===== src/mbd_pkg.sv =====
// Package for the serial slave port diagnostics block
package mbd_pkg;
	// Clock and line timing
	localparam int CLK_HZ = 100_000_000;
	localparam int BAUD_4800 = 4800;
	localparam int BAUD_9600 = 9600;
	localparam int BAUD_19200 = 19200;
	localparam int BAUD_38400 = 38400;
	localparam int STOP_BITS = 1;
	localparam int BITS_PARITY = 11;
	localparam int BITS_NO_PARITY = 10;
	localparam int DATA_BITS = 8;
	localparam int SILENCE_CHARS = 3;
	localparam int MAX_FRAME_BYTES = 255;
	// Divider per speed, bit time in clocks
	localparam logic [15:0] DIV_4800 = 16'(CLK_HZ / BAUD_4800);
	localparam logic [15:0] DIV_9600 = 16'(CLK_HZ / BAUD_9600);
	localparam logic [15:0] DIV_19200 = 16'(CLK_HZ / BAUD_19200);
	localparam logic [15:0] DIV_38400 = 16'(CLK_HZ / BAUD_38400);
	// Configuration values
	localparam logic [7:0] ADDR_MIN = 8'h01;
	localparam logic [7:0] ADDR_MAX = 8'hf7;
	localparam logic [7:0] ADDR_DEFAULT = 8'h01;
	localparam logic [7:0] ADDR_BCAST = 8'h00;
	localparam logic [7:0] FC_DIAG = 8'h08;
	localparam logic [7:0] FC_EVCNT = 8'h0b;
	localparam logic [15:0] SUB_ECHO = 16'h0000;
	localparam logic [15:0] SUB_CLEAR = 16'h000a;
	localparam logic [15:0] CRC_INIT = 16'hffff;
	localparam logic [15:0] CRC_POLY = 16'ha001;
	localparam logic [15:0] CNT_MAX = 16'hffff;
	localparam int ACT_HOLD = 2_000_000;
	localparam int FRAME_BITS = 2048;

	typedef enum logic [1:0] {
		MBD_SPD_4800, MBD_SPD_9600, MBD_SPD_19200, MBD_SPD_38400
	} mbd_speed_t;
	typedef enum logic [1:0] {
		MBD_PAR_NONE, MBD_PAR_EVEN, MBD_PAR_ODD
	} mbd_parity_t;
	localparam mbd_speed_t SPEED_DEFAULT = MBD_SPD_38400;
	localparam mbd_parity_t PARITY_DEFAULT = MBD_PAR_ODD;

	// Port configuration bundle
	typedef struct packed {
		logic [7:0]  addr;
		mbd_speed_t  speed;
		mbd_parity_t parity;
		logic        sbo_mode;
	} mbd_cfg_t;
	localparam mbd_cfg_t CFG_DEFAULT = '{ADDR_DEFAULT, SPEED_DEFAULT,
		PARITY_DEFAULT, 1'b0};

	// Diagnostic counter bundle
	typedef struct packed {
		logic [15:0] valid_frame_count;
		logic [15:0] bad_frame_count;
		logic [15:0] exception_reply_count;
		logic [15:0] own_address_frame_count;
		logic [15:0] broadcast_frame_count;
		logic [15:0] char_error_frame_count;
		logic [15:0] executed_request_count;
	} mbd_cnt_t;
endpackage : mbd_pkg


===== src/mbd_port.sv =====
// Serial slave port: framing, echo diagnostic and frame counters
// Operation
// RL1: Every character carries exactly one stop bit.
// RL2: With parity, a character is start, eight data, parity, stop.
// RL3: Without parity, a character is start, eight data, stop.
// RL4: Address 1 to 247 default 1, speed, parity none/even/odd default odd.
// RL5: Speed 4800, 9600, 19200 or 38400 baud, default 38400.
// RL6: Remote-control mode: direct (default) or select-before-operate.
// RL7: Changing communication settings restarts the port only.
// RL8: Diagnostic function 8 sub-code 0 echoes the request unchanged; the port echoes only eight-byte requests.
// RL9: Echo replies only when the received CRC checks.
// RL10: Count every valid frame, whichever slave it addresses.
// RL11: Count frames with CRC error, over 255 bytes or bad characters.
// RL12: On 2-wire lines the master ignores the bad frame count.
// RL13: Count every exception generated, even for unsent broadcasts.
// RL14: Count frames addressed to this slave, broadcasts excluded.
// RL15: Count valid broadcast frames.
// RL16: Count frames holding a character with a physical error.
// RL17: Count valid requests received and executed; a host execution and a local frame in one cycle count only once.
// RL18: Counters wrap to zero on reaching 65535.
// RL19: Diagnostic clear command zeroes all counters.
// RL20: Any communication setting change zeroes all counters.
// RL21: Counters readable through functions 8 and 11; the port sends no counter reply, it only counts such frames as executed.
// RL22: Activity output flashes on any line traffic.
// RL23: Silence over three character times starts a new frame.
// RL24: Address zero is broadcast; act on it, never reply.
// RL25: Counters are 16-bit, zero at reset, advance by one.
`timescale 1ns/1ps
module mbd_port
	import mbd_pkg::*;
(
	input  wire logic            clk,          // System clock 100 MHz
	input  wire logic            rst_b,        // Async reset, low
	input  wire mbd_pkg::mbd_cfg_t cfg,        // Port settings
	input  wire logic            rxd,          // Line receive data
	input  wire logic            exec_ok,      // Host executed request
	input  wire logic            exec_exc,     // Host raised exception
	output logic                 txd,          // Line transmit data
	output logic                 tx_en,        // Driver enable
	output logic                 frame_done,   // Good frame for host
	output logic                 sbo_mode,     // Remote-control mode
	output mbd_pkg::mbd_cnt_t    counters,     // Diagnostic counters
	output logic                 activity      // Link activity
);
	import mbd_pkg::*;

	// Bit divider for a speed code
	function automatic logic [15:0] div_of(input mbd_speed_t s);
		case (s)
			MBD_SPD_4800:  div_of = DIV_4800;
			MBD_SPD_9600:  div_of = DIV_9600;
			MBD_SPD_19200: div_of = DIV_19200;
			default:       div_of = DIV_38400;
		endcase
	endfunction : div_of

	// One CRC-16 byte step, reflected polynomial
	function automatic logic [15:0] crc_step(input logic [15:0] c,
		input logic [7:0] d);
		logic [15:0] r;
		r = c ^ {8'h00, d};
		for (int i = 0; i < DATA_BITS; i++) begin
			r = r[0] ? ((r >> 1) ^ CRC_POLY) : (r >> 1);
		end
		crc_step = r;
	endfunction : crc_step

	// Wrap counter by one
	function automatic logic [15:0] bump(input logic [15:0] v);
		bump = (v == CNT_MAX) ? 16'h0000 : v + 16'h0001; // RL18
	endfunction : bump

	// Line-side state machines
	typedef enum {MBD_RX_IDLE, MBD_RX_BITS} mbd_rx_st_t;
	typedef enum {MBD_TX_IDLE, MBD_TX_LOAD, MBD_TX_BITS} mbd_tx_st_t;

	// Configuration shadow for change detection
	mbd_cfg_t    cfg_reg;
	logic        restart;
	assign restart = ({cfg.addr, cfg.speed, cfg.parity} !=
		{cfg_reg.addr, cfg_reg.speed, cfg_reg.parity}); // RL7 RL20

	// Character geometry follows the shadow, so it moves only on restart
	wire logic [15:0] bit_div = div_of(cfg_reg.speed); // RL5
	wire logic        par_on  = (cfg_reg.parity != MBD_PAR_NONE);
	wire logic [3:0]  char_bits = par_on ? 4'(BITS_PARITY)
		: 4'(BITS_NO_PARITY); // RL2 RL3
	wire logic [10:0] silence_bits = 11'(char_bits) * 11'(SILENCE_CHARS);

	// Shadow lags the pins one cycle; the difference is the restart
	always_ff @(posedge clk or negedge rst_b) begin
		if (!rst_b) cfg_reg <= CFG_DEFAULT; // RL4
		else cfg_reg <= cfg;
	end

	// Receiver shift state
	mbd_rx_st_t  rx_st_reg;
	logic [15:0] rx_tick_reg;
	logic [3:0]  rx_bit_reg;
	logic [10:0] rx_sh_reg;
	logic [15:0] idle_tick_reg;
	logic [10:0] idle_bits_reg;
	logic        rx_prev_reg;

	wire logic rx_fall = rx_prev_reg & ~rxd;
	wire logic bit_tick = (rx_tick_reg == bit_div - 16'h0001);
	wire logic half_tick = (rx_tick_reg == (bit_div >> 1));
	wire logic char_end = (rx_st_reg == MBD_RX_BITS) && half_tick &&
		(rx_bit_reg == char_bits - 4'h1);
	// Frame shape: start, data LSB first, optional parity, one stop
	wire logic [7:0] rx_byte = rx_sh_reg[8:1];
	// The stop sample reaches the shifter a cycle after char_end,
	// so the pin itself is judged at that cycle
	wire logic stop_bit = rxd; // RL1
	wire logic par_bad  = par_on && ((^rx_sh_reg[9:1]) !=
		(cfg_reg.parity == MBD_PAR_ODD));
	wire logic frm_bad  = ~stop_bit;
	// Break: framing error with an all-zero data byte
	wire logic brk_bad  = frm_bad && (rx_byte == 8'h00);
	wire logic gap_end  = (idle_bits_reg == silence_bits) &&
		(rx_st_reg == MBD_RX_IDLE); // RL23

	// Bit shifter, sampling mid-bit
	always_ff @(posedge clk or negedge rst_b) begin
		if (!rst_b) begin
			rx_st_reg   <= MBD_RX_IDLE;
			rx_tick_reg <= 16'h0000;
			rx_bit_reg  <= 4'h0;
			rx_sh_reg   <= 11'h000;
			rx_prev_reg <= 1'b1;
		end else begin
			rx_prev_reg <= rxd;
			case (rx_st_reg)
				MBD_RX_IDLE: begin
					rx_tick_reg <= 16'h0000;
					rx_bit_reg  <= 4'h0;
					if (rx_fall && !restart && !tx_en) rx_st_reg <= MBD_RX_BITS;
				end
				MBD_RX_BITS: begin
					rx_tick_reg <= bit_tick ? 16'h0000 : rx_tick_reg + 16'h0001;
					if (half_tick) begin
						rx_sh_reg[rx_bit_reg] <= rxd;
						rx_bit_reg <= rx_bit_reg + 4'h1;
					end
					if (char_end || restart) rx_st_reg <= MBD_RX_IDLE;
				end
				default: rx_st_reg <= MBD_RX_IDLE;
			endcase
		end
	end

	// Silence timer in bit times
	// Timer saturates, so gap_end stays high until the next start bit
	always_ff @(posedge clk or negedge rst_b) begin
		if (!rst_b) begin
			idle_tick_reg <= 16'h0000;
			idle_bits_reg <= 11'h000;
		end else if (rx_st_reg != MBD_RX_IDLE || restart) begin
			idle_tick_reg <= 16'h0000;
			idle_bits_reg <= 11'h000;
		end else if (idle_bits_reg != silence_bits) begin
			idle_tick_reg <= (idle_tick_reg == bit_div - 16'h0001) ?
				16'h0000 : idle_tick_reg + 16'h0001;
			if (idle_tick_reg == bit_div - 16'h0001)
				idle_bits_reg <= idle_bits_reg + 11'h001;
		end
	end

	// Frame assembly: first bytes kept for decoding and echo
	logic [8:0]  len_reg;
	logic [15:0] crc_reg;
	logic        phys_reg;
	logic        in_frame_reg;
	logic [7:0]  buf_reg [0:7];
	wire logic   len_over = (len_reg > 9'(MAX_FRAME_BYTES));

	always_ff @(posedge clk or negedge rst_b) begin
		if (!rst_b) begin
			len_reg      <= 9'h000;
			crc_reg      <= CRC_INIT;
			phys_reg     <= 1'b0;
			in_frame_reg <= 1'b0;
			for (int i = 0; i < 8; i++) buf_reg[i] <= 8'h00;
		end else if (restart || gap_end) begin
			len_reg      <= 9'h000;
			crc_reg      <= CRC_INIT;
			phys_reg     <= 1'b0;
			in_frame_reg <= 1'b0;
		end else if (char_end) begin
			in_frame_reg <= 1'b1;
			crc_reg <= crc_step(crc_reg, rx_byte);
			if (!len_over) len_reg <= len_reg + 9'h001;
			if (len_reg < 9'h008) buf_reg[len_reg[2:0]] <= rx_byte;
			if (par_bad || frm_bad || brk_bad) phys_reg <= 1'b1; // RL16
		end
	end

	// Frame classification at silence
	wire logic f_end   = gap_end && in_frame_reg;
	wire logic crc_ok  = (crc_reg == 16'h0000) && (len_reg > 9'h003);
	wire logic f_bad   = ~crc_ok || len_over || phys_reg; // RL11
	wire logic f_valid = ~f_bad;
	wire logic is_bc   = (buf_reg[0] == ADDR_BCAST); // RL24
	wire logic is_own  = (buf_reg[0] == cfg_reg.addr);
	wire logic [15:0] sub_code = {buf_reg[2], buf_reg[3]};
	wire logic is_diag = (buf_reg[1] == FC_DIAG);
	// Only eight-byte echo requests are replayed
	wire logic is_echo = is_diag && (sub_code == SUB_ECHO) &&
		(len_reg == 9'h008);
	wire logic is_clr  = is_diag && (sub_code == SUB_CLEAR);
	wire logic is_evc  = (buf_reg[1] == FC_EVCNT);
	wire logic local_fn = f_valid && is_own && (is_echo || is_evc ||
		is_diag); // RL21

	// Counters: clear first, then events, wrapping at maximum
	// Host execution and a local frame in one cycle count only once
	mbd_cnt_t cnt_reg;
	always_ff @(posedge clk or negedge rst_b) begin
		if (!rst_b) begin
			cnt_reg <= '0; // RL25
		end else if (restart || (f_end && f_valid && (is_own || is_bc) &&
			is_clr)) begin
			cnt_reg <= '0; // RL19 RL20
		end else begin
			if (f_end && f_valid)
				cnt_reg.valid_frame_count <=
					bump(cnt_reg.valid_frame_count); // RL10
			if (f_end && f_bad)
				cnt_reg.bad_frame_count <= bump(cnt_reg.bad_frame_count); // RL11
			if (exec_exc)
				cnt_reg.exception_reply_count <=
					bump(cnt_reg.exception_reply_count); // RL13
			if (f_end && f_valid && is_own)
				cnt_reg.own_address_frame_count <=
					bump(cnt_reg.own_address_frame_count); // RL14
			if (f_end && f_valid && is_bc)
				cnt_reg.broadcast_frame_count <=
					bump(cnt_reg.broadcast_frame_count); // RL15
			if (f_end && phys_reg)
				cnt_reg.char_error_frame_count <=
					bump(cnt_reg.char_error_frame_count); // RL16
			if (exec_ok || (f_end && local_fn))
				cnt_reg.executed_request_count <=
					bump(cnt_reg.executed_request_count); // RL17
		end
	end
	assign counters = cnt_reg;

	// Host gets every good own-address or broadcast frame not served locally
	always_ff @(posedge clk or negedge rst_b) begin
		if (!rst_b) frame_done <= 1'b0;
		else frame_done <= f_end && f_valid && (is_own || is_bc) &&
			!local_fn; // RL24
	end

	// Mode is a plain level for the host's command logic
	always_ff @(posedge clk or negedge rst_b) begin
		if (!rst_b) sbo_mode <= 1'b0;
		else sbo_mode <= cfg.sbo_mode; // RL6
	end

	// Echo transmitter: replays the eight stored bytes
	mbd_tx_st_t  tx_st_reg;
	logic [2:0]  tx_idx_reg;
	logic [3:0]  tx_bit_reg;
	logic [15:0] tx_tick_reg;
	logic [10:0] tx_sh_reg;
	wire logic   start_echo = f_end && f_valid && is_own && is_echo; // RL8 RL9
	wire logic [7:0] tx_byte = buf_reg[tx_idx_reg];
	wire logic   tx_par = (^tx_byte) ^ (cfg_reg.parity == MBD_PAR_ODD);
	wire logic [10:0] tx_word = par_on ? {1'b1, tx_par, tx_byte, 1'b0}
		: {2'b11, tx_byte, 1'b0}; // RL1 RL2 RL3
	wire logic   tx_tick = (tx_tick_reg == bit_div - 16'h0001);
	wire logic   tx_last = tx_tick && (tx_bit_reg == char_bits - 4'h1);

	always_ff @(posedge clk or negedge rst_b) begin
		if (!rst_b) begin
			tx_st_reg   <= MBD_TX_IDLE;
			tx_idx_reg  <= 3'h0;
			tx_bit_reg  <= 4'h0;
			tx_tick_reg <= 16'h0000;
			tx_sh_reg   <= 11'h7ff;
		end else if (restart) begin
			tx_st_reg <= MBD_TX_IDLE;
			tx_sh_reg <= 11'h7ff;
		end else begin
			case (tx_st_reg)
				MBD_TX_IDLE: begin
					tx_idx_reg <= 3'h0;
					if (start_echo) tx_st_reg <= MBD_TX_LOAD;
				end
				MBD_TX_LOAD: begin
					tx_sh_reg   <= tx_word;
					tx_bit_reg  <= 4'h0;
					tx_tick_reg <= 16'h0000;
					tx_st_reg   <= MBD_TX_BITS;
				end
				MBD_TX_BITS: begin
					tx_tick_reg <= tx_tick ? 16'h0000 : tx_tick_reg + 16'h0001;
					if (tx_tick) begin
						tx_sh_reg  <= {1'b1, tx_sh_reg[10:1]};
						tx_bit_reg <= tx_bit_reg + 4'h1;
					end
					if (tx_last) begin
						tx_idx_reg <= tx_idx_reg + 3'h1;
						tx_st_reg  <= (tx_idx_reg == 3'h7) ? MBD_TX_IDLE
							: MBD_TX_LOAD;
					end
				end
				default: tx_st_reg <= MBD_TX_IDLE;
			endcase
		end
	end

	// Line driver registered so pins come from flops
	always_ff @(posedge clk or negedge rst_b) begin
		if (!rst_b) begin
			txd   <= 1'b1;
			tx_en <= 1'b0;
		end else begin
			txd   <= tx_sh_reg[0];
			// Enable rises with the start bit, not with the first load
			tx_en <= (tx_st_reg == MBD_TX_BITS) ||
				(tx_st_reg == MBD_TX_LOAD && tx_idx_reg != 3'h0);
		end
	end

	// Activity stretch so short frames stay visible
	logic [20:0] act_cnt_reg;
	always_ff @(posedge clk or negedge rst_b) begin
		if (!rst_b) begin
			act_cnt_reg <= 21'h000000;
			activity    <= 1'b0;
		end else begin
			if (rx_st_reg != MBD_RX_IDLE || tx_st_reg != MBD_TX_IDLE)
				act_cnt_reg <= 21'(ACT_HOLD); // RL22
			else if (act_cnt_reg != 21'h000000)
				act_cnt_reg <= act_cnt_reg - 21'h000001;
			activity <= (act_cnt_reg != 21'h000000);
		end
	end
endmodule : mbd_port


===== config.mk =====
export PLATFORM = sky130hd
export DESIGN_NAME = mbd_port
export DESIGN_NICKNAME = d
export VERILOG_FILES = /design/src/mbd_pkg.sv /design/src/mbd_port.sv
export SDC_FILE = /design/constraint.sdc
export NUM_CORES = 1
export LEC_CHECK = 0
export ABC_AREA = 1
export BUFFER_PORTS_ARGS = -buffer_cell sky130_fd_sc_hd__buf_2
export CORE_UTILIZATION = 49
export CTS_CLUSTER_SIZE = 8
export DETAILED_ROUTE_END_ITERATION = 10
export PLACE_DENSITY = 0.67
export REMOVE_ABC_BUFFERS = 1
export SLEW_MARGIN = 0
export SYNTH_ARGS = -nofsm -noshare
export SYNTH_HDL_FRONTEND = slang
export SYNTH_SLANG_ARGS = --single-unit

===== constraint.sdc =====
create_clock -name clk -period 3.1 [get_ports clk]
set_input_delay 0.31 -clock clk [delete_from_list [all_inputs] [get_ports clk]]
set_output_delay 0.31 -clock clk [all_outputs]
set_load 0.01 [all_outputs]

=== Yosys cells after proc, flatten, opt, wreduce, memory -nomap -nowiden ===
Cells that the tools add are included.

* Add/sub/neg operators: 18
* Multipliers: 1
* $lt $le $gt $ge: 8
* Eq/ne operators: 41
* Multiplexer cells: 74
* Bitwise gates (word level): 18
* Reductions and logical operators: 88

{| class="wikitable"
|+ Operators with widths
! operator !! count
|-
| 16-bit 2-to-1 mux || 29
|-
| 16-bit by 1-bit adder with 16-bit output, second input constant || 10
|-
| 32-bit 2-to-1 mux || 5
|-
| 16-bit equality test, second input constant || 7
|-
| 112-bit 2-to-1 mux || 1
|-
| 32-bit by 2-bit equality test with 1-bit output, second input constant || 3
|-
| 32-bit logical NOT || 3
|-
| 32-bit one-hot mux with 3 select lines || 1
|-
| 64-bit bitwise mux || 1
|-
| 32-bit by 1-bit equality test with 1-bit output, second input constant || 2
|-
| 16-bit one-hot mux with 2 select lines || 2
|-
| 32-bit one-hot mux with 2 select lines || 1
|-
| 32-bit nonzero test || 2
|-
| 11-bit 2-to-1 mux || 5
|-
| 16-bit equality test || 3
|-
| 15-bit one-hot mux with 3 select lines || 1
|-
| 21-bit 2-to-1 mux || 2
|-
| 32-bit by 3-bit equality test with 1-bit output, second input constant || 1
|-
| 16-bit logical NOT || 2
|-
| 2-bit nonzero test || 16
|-
| 1-bit logical AND || 28
|-
| 9-bit 2-to-1 mux || 3
|-
| 8-bit binary-select mux with 3-bit select || 1
|-
| 8-bit demux with 3-bit select || 1
|-
| 57 further kinds || 118
|}

* Bits in registers: 398

=== Longest topological paths before layout ===
* Depth after elaboration: 19
* Depth in mapped cells: 18

=== Worst setup path before layout ===
No wires, ideal clock.

* Path type: reg2reg
* From: reg cfg_reg[3] (netlist name)
* To: reg buf_reg[23] (netlist name)
* Library setup time: 0.123 ns
* Arrival: 2.601 ns
* Data required time: 2.977 ns
* Setup slack: 0.376 ns
* Cell stages (with the launch flop): 16
* Path buffers: 3
* Cell sequence: dfstp_2 > buf_4 > inv_2 > ha_1 > clkbuf_1 > xnor2_1 > nand4_1 > nor2_1 > nand2_2 > nor2_8 > nand3_4 > nor2_8 > nand2_4 > buf_6 > nand2_1 > o21ai_2

* Word-level cells in the longest chain between the ends: 6
* Elaborated cells between the ends (all ways): 11
* Classes of those cells: eq/ne: 4; mux: 1; bitwise: 1; reduce/logical: 5

{| class="wikitable"
|+ Ends and longest elaborated chain
! what !! line !! text
|-
| start, declared || mbd_port.sv:78 || <nowiki>mbd_cfg_t cfg_reg;</nowiki>
|-
| start signal, assigned || mbd_port.sv:93 || <nowiki>else cfg_reg <= cfg;</nowiki>
|-
| 2-bit equality test, or another cell as far along || mbd_port.sv:49 || <nowiki>case (s)</nowiki>
|-
| 15-bit one-hot mux with 3 select lines || mbd_port.sv:49 ||
|-
| 16-bit by 15-bit equality test with 1-bit output || mbd_port.sv:107 || <nowiki>wire logic half_tick = (rx_tick_reg == (bit_div >> 1));</nowiki>
|-
| 1-bit logical AND (2 in series) || mbd_port.sv:108 || <nowiki>wire logic char_end = (rx_st_reg == MBD_RX_BITS) && half_tick &&</nowiki>
|-
| 3-bit AND reduction (no line) * || -- ||
|-
| end signal, assigned by index || mbd_port.sv:193 || <nowiki>if (len_reg < 9'h008) buf_reg[len_reg[2:0]] <= rx_byte;</nowiki>
|-
| end, declared || mbd_port.sv:174 || <nowiki>logic [7:0] buf_reg [0:7];</nowiki>
|}

Every way passes the cells marked *; elsewhere a longest branch is shown, timed or not.
A chain may end at the register's enable or synchronous reset.

=== Worst setup path after layout ===
* From: reg cfg_reg[3] (netlist name)
* To: reg tx_bit_reg[3]

* Word-level cells in the longest chain between the ends: 6
* Elaborated cells between the ends (all ways): 10
* Classes of those cells: add/sub: 1; eq/ne: 5; mux: 1; bitwise: 1; reduce/logical: 2

{| class="wikitable"
|+ Ends and longest elaborated chain
! what !! line !! text
|-
| 2-bit equality test, or another cell as far along || mbd_port.sv:49 ||
|-
| 15-bit one-hot mux with 3 select lines || mbd_port.sv:49 ||
|-
| 15-bit by 1-bit subtractor with 16-bit output || mbd_port.sv:273 || <nowiki>wire logic tx_tick = (tx_tick_reg == bit_div - 16'h0001);</nowiki>
|-
| 16-bit equality test || mbd_port.sv:273 ||
|-
| 2-bit inequality test (no line) || -- ||
|-
| 3-bit AND reduction (no line) * || -- ||
|-
| end signal, assigned || mbd_port.sv:302 || <nowiki>tx_bit_reg <= tx_bit_reg + 4'h1;</nowiki>
|-
| end, declared || mbd_port.sv:265 || <nowiki>logic [3:0] tx_bit_reg;</nowiki>
|}

Marked as above.

==> metrics list <==
- Clock latency on the worst-skew pair: 0.59 ns
- Library cell with the largest summed area after synthesis: sky130_fd_sc_hd__dfrtp_1
- The first detailed-routing pass took 6 iterations.
- By instance count, the cell type seen most on the critical path is sky130_fd_sc_hd__nand2_1.
* Count of vias placed by the detailed router: ~17000
- The core region is 38900 sq um.
- After clock tree synthesis, the clock-pin slew on the worst setup and hold paths is 0.05 ns.
- Across every metal layer, demand over resource in global routing totals roughly a quarter.
- The root buffer cell chosen for the clock tree is sky130_fd_sc_hd__clkbuf_16.
* Post-DP HPWL: roughly 36000 um
* Setup violations, final: 0
- Max VDD drop: 0.379 mV
- The cell count after synthesis came out at 2622.
- Met1 capacity usage during global routing: 34.1%
- Relative max-transition margin: between 50% and 60%
- Count of buffering cells on the critical path with inverters included: 2
- 0 antenna diodes ended up in the layout.
* Endpoint required time on the critical path: 3.53 ns
* Std-Cell Rows: between 70 and 80
- Net total in the final layout: 2842
* Post-detailed-route DRC marker count: 0
- Die height: ~200 um
* Count of input and output buffers: 134
- Of all flip-flops after synthesis, the portion carrying an async set or reset was 100%.
- Global route total overflow: 0
- For this run, the register share of the synthesized area comes to between 40% and 50%.
- 135 I/O pins were placed.
- Period Utilization, post-route: between 90% and 100%
- The worst setup path is captured at a flop.
- Cell Chain, Critical Path: inv_2 > ha_1 > buf_4 > xnor2_1 > nand4_1 > nor4_1 > and2_1 > nand2_1 > nand2_1 > nand2_1 > nand2_1 > o21ai_0
- Leakage power: 10.6 nW
- Worst-Margin Slew: 0.653 ns
* Worst Hold Margin: 0.140 ns
* Placed insts: roughly 3200
- Instance area at placement: approximately 21000 sq um
- The longest clock path from root to sink contains 3 buffers.
- From synthesis to final layout, the design area changed by 14.6%.
- Pin count of the biggest net entering global routing: between 80 and 90
- Global routing consumed, on the met3 layer, 3.17% of the routing resources.
- The number of global-route vias before repair is 16700.
* Die Footprint: 40500 sq um
* Antenna violations before repair: 0
* Starting Density: 49.9%
* Synth top area cells: sky130_fd_sc_hd__dfrtp_1 (39%), sky130_fd_sc_hd__nand2_1 (13%), sky130_fd_sc_hd__nor2_1 (6.2%), sky130_fd_sc_hd__inv_1 (6.0%), sky130_fd_sc_hd__nand3_1 (4.6%)
- Worst path max stage delay: 0.62 ns
- In the final routed layout, each cell accounts on average for approximately 15 um.
* Vias per inst: 5.22
- Netlist area before placement: 19400 sq um
- Maximum level of the CTS H-tree: 2
- Synth Warn #: 0
- Final design area excluding fillers: about 22000 sq um
- Summed over all layers, the routed wires come to 49700 um.
- The min-delay analysis places its worst path in the category input pin to flop.
- Clock tree synthesis inserted a total of 48 buffers.
* First-pass GRT wire length: 83000 um
* Status: finished clean
- Post-route minimum period: 2.82 ns
* Clock tree from TritonCTS: built
* Final count of pins violating max slew: 0
- The cell family contributing the most delay on the critical path is simple AND/OR/NAND/NOR gates.
* Highest attainable clock frequency: between 300 and 400 MHz
* Placer Congestion: 0.902
- The critical path is of the flop to flop type.
* Final cell count without fillers: 3344
* Number of storage elements in the synthesis netlist: 334
- Number of routed nets with antenna violations: 0
- The global routing stage identified its most utilized layer as met2.
- Cells with a size suffix above 1 make up 11.8% of the layout.
- CP Data Arrival Time: 3.25 ns
- Overall power consumption after layout is estimated at 0.0104 W.
- Of all nets on the critical path, the largest fanout is 17.
- For this design, the sink count on the clock tree is 334.
- The worst setup path is launched from a flop.
- Setup Total Neg Slack: 0 ns
- Met2 GRT Util: 40.8%
- The final hold violation count came to 0.
* Number of design-rule violations left by the first detailed-router iteration: 1254
- Setup repair after global routing left no endpoint under its margin.
* Number of flip-flops under the largest register name: between 100 and 150
* Die extent in x: around 200 um
- Each instance of the synthesized netlist takes up on average 7.41 sq um.
- Slowest cell on crit path: sky130_fd_sc_hd__dfstp_2
* Commonest register cell after synthesis: sky130_fd_sc_hd__dfrtp_1
- In this run, synthesis inferred 0 flip-flops with an integrated enable.
* Max-cap violations: 0
- Of the post-synthesis cell area, the dominant cell type holds 38.9%.
* Power per cell area: 465 nW/um^2
* Synth unique cells: 51
* Worst clock skew on the final layout: roughly 0.018 ns
power by group:
group | leakage (nW) | internal [W] | total [W] | switching (W)
sequential | 4.41 | 0.00451 | 0.00464 | 0.000135
combinational | 5.52 | 0.000287 | 0.000801 | 0.000514
clock | 0.671 | 0.00295 | 0.00492 | 0.00197
stage by stage:
step / utilization, % / setup WS (ns)
final: 57.2 / 0.282
after global routing: 57.2 / 0.0168
after CTS: 57.1 / 0.240
after detailed placement: 53.1 / 0.260
after global placement: 53.1 / 0.295
after floorplan: - / -0.307
worst reg2reg max path, stage by stage, from the launching register on:
cell                      delay [ns]
sky130_fd_sc_hd__dfstp_2        0.62
sky130_fd_sc_hd__inv_2          0.16
sky130_fd_sc_hd__ha_1           0.30
sky130_fd_sc_hd__buf_4          0.18
sky130_fd_sc_hd__xnor2_1        0.19
sky130_fd_sc_hd__nand4_1        0.11
sky130_fd_sc_hd__nor4_1         0.24
sky130_fd_sc_hd__and2_1         0.19
sky130_fd_sc_hd__nand2_1        0.08
sky130_fd_sc_hd__nand2_1        0.07
sky130_fd_sc_hd__nand2_1        0.31
sky130_fd_sc_hd__nand2_1        0.15
sky130_fd_sc_hd__o21ai_0        0.09
layer usage:
layer,wire length (um),vias up
met5,0,-
met1,23200,8267
li1,-,8752
met2,23500,358
met3,1990,78
met4,1050,0
layout by cell type, fill, tap and decap left out, types with 10 or more instances in the layout:
cell type,synthesis,layout
sky130_fd_sc_hd__or2_2,14,14
sky130_fd_sc_hd__xnor2_1,49,49
sky130_fd_sc_hd__dfrtp_1,302,302
sky130_fd_sc_hd__clkbuf_1,19,34
sky130_fd_sc_hd__buf_2,24,133
sky130_fd_sc_hd__dfstp_2,32,32
sky130_fd_sc_hd__xor2_1,75,75
sky130_fd_sc_hd__a21oi_1,127,127
sky130_fd_sc_hd__dlygate4sd3_1,0,15
sky130_fd_sc_hd__nand2_4,10,10
sky130_fd_sc_hd__a22oi_1,12,12
sky130_fd_sc_hd__nor2_1,319,319
sky130_fd_sc_hd__nor4_1,17,17
sky130_fd_sc_hd__o21ai_0,81,81
sky130_fd_sc_hd__nand4_1,67,67
sky130_fd_sc_hd__nor3_1,55,55
sky130_fd_sc_hd__nand2_1,660,659
sky130_fd_sc_hd__ha_1,36,36
sky130_fd_sc_hd__clkbuf_16,0,48
sky130_fd_sc_hd__buf_4,3,25
sky130_fd_sc_hd__o21ai_1,83,83
sky130_fd_sc_hd__nand3_1,180,180
sky130_fd_sc_hd__inv_2,29,29
sky130_fd_sc_hd__inv_1,312,312
synth_stat cells, types with 7 or more instances:
library cell / count
sky130_fd_sc_hd__or2_2: 14
sky130_fd_sc_hd__nor3_1: 55
sky130_fd_sc_hd__o21ai_1: 83
sky130_fd_sc_hd__nand2_1: 660
sky130_fd_sc_hd__o21ai_0: 81
sky130_fd_sc_hd__buf_6: 9
sky130_fd_sc_hd__nand4_1: 67
sky130_fd_sc_hd__nand3_1: 180
sky130_fd_sc_hd__clkbuf_1: 19
sky130_fd_sc_hd__inv_2: 29
sky130_fd_sc_hd__nor2_1: 319
sky130_fd_sc_hd__xor2_1: 75
sky130_fd_sc_hd__nor4_1: 17
sky130_fd_sc_hd__buf_1: 8
sky130_fd_sc_hd__nor2_2: 8
sky130_fd_sc_hd__xnor2_1: 49
sky130_fd_sc_hd__dfrtp_1: 302
sky130_fd_sc_hd__dfstp_2: 32
sky130_fd_sc_hd__o22ai_1: 9
sky130_fd_sc_hd__nand3b_1: 9
sky130_fd_sc_hd__a22oi_1: 12
sky130_fd_sc_hd__o211ai_1: 7
sky130_fd_sc_hd__nand2_4: 10
sky130_fd_sc_hd__buf_2: 24
sky130_fd_sc_hd__a21oi_1: 127
sky130_fd_sc_hd__inv_1: 312
sky130_fd_sc_hd__ha_1: 36
kinds of logic (layout without fill, tap and decap cells):
logic type | Yosys count | count (layout) | share of synthesized area, %
AND/OR/NAND/NOR | 1370 | 1370 | 30.6
buffers and inverters | 411 | 615 | 8.52
AO/OA/AOI/OAI | 346 | 346 | 9.59
flip-flops | 334 | 334 | 43.2
XOR/XNOR | 125 | 125 | 5.70
adder cells (fa/ha/maj) | 36 | 36 | 2.32
timing repair:
action,CTS,global route
endpoints found under the hold margin,66,0
buffers inserted,0,3
hold buffers,15,0
resized for setup,0,1
endpoints found under the setup margin,0,5
cell type report:
cell class,instances,area [sq um]
multi-input cells,1877,9390
clock buffers,84,1360
flip-flops and latches,334,8400
repair buffers,179,1120
fillers,3693,16600
well taps,518,648
inverters,348,1310
clock inverters,4,50.0
worst paths after layout:
| check | from | to | slack (ns) | depth (start not counted) |
|---|---|---|---|---|
| worst max register to register | cfg_reg[3] | tx_bit_reg[3] | 0.28 | 12 |
| worst min-delay path | exec_exc | counters[66] | 0.14 | 4 |
| worst max-delay path | cfg_reg[3] | tx_bit_reg[3] | 0.28 | 12 |
| worst min register to register | tx_sh_reg[0] | txd | 0.38 | 0 |
| max in group asynchronous | rst_b | crc_reg[15] | 1.90 | 3 |
| min in group asynchronous | rst_b | act_cnt_reg[7] | 0.29 | 2 |
No activity file was read; power rests on OpenSTA's default activity.
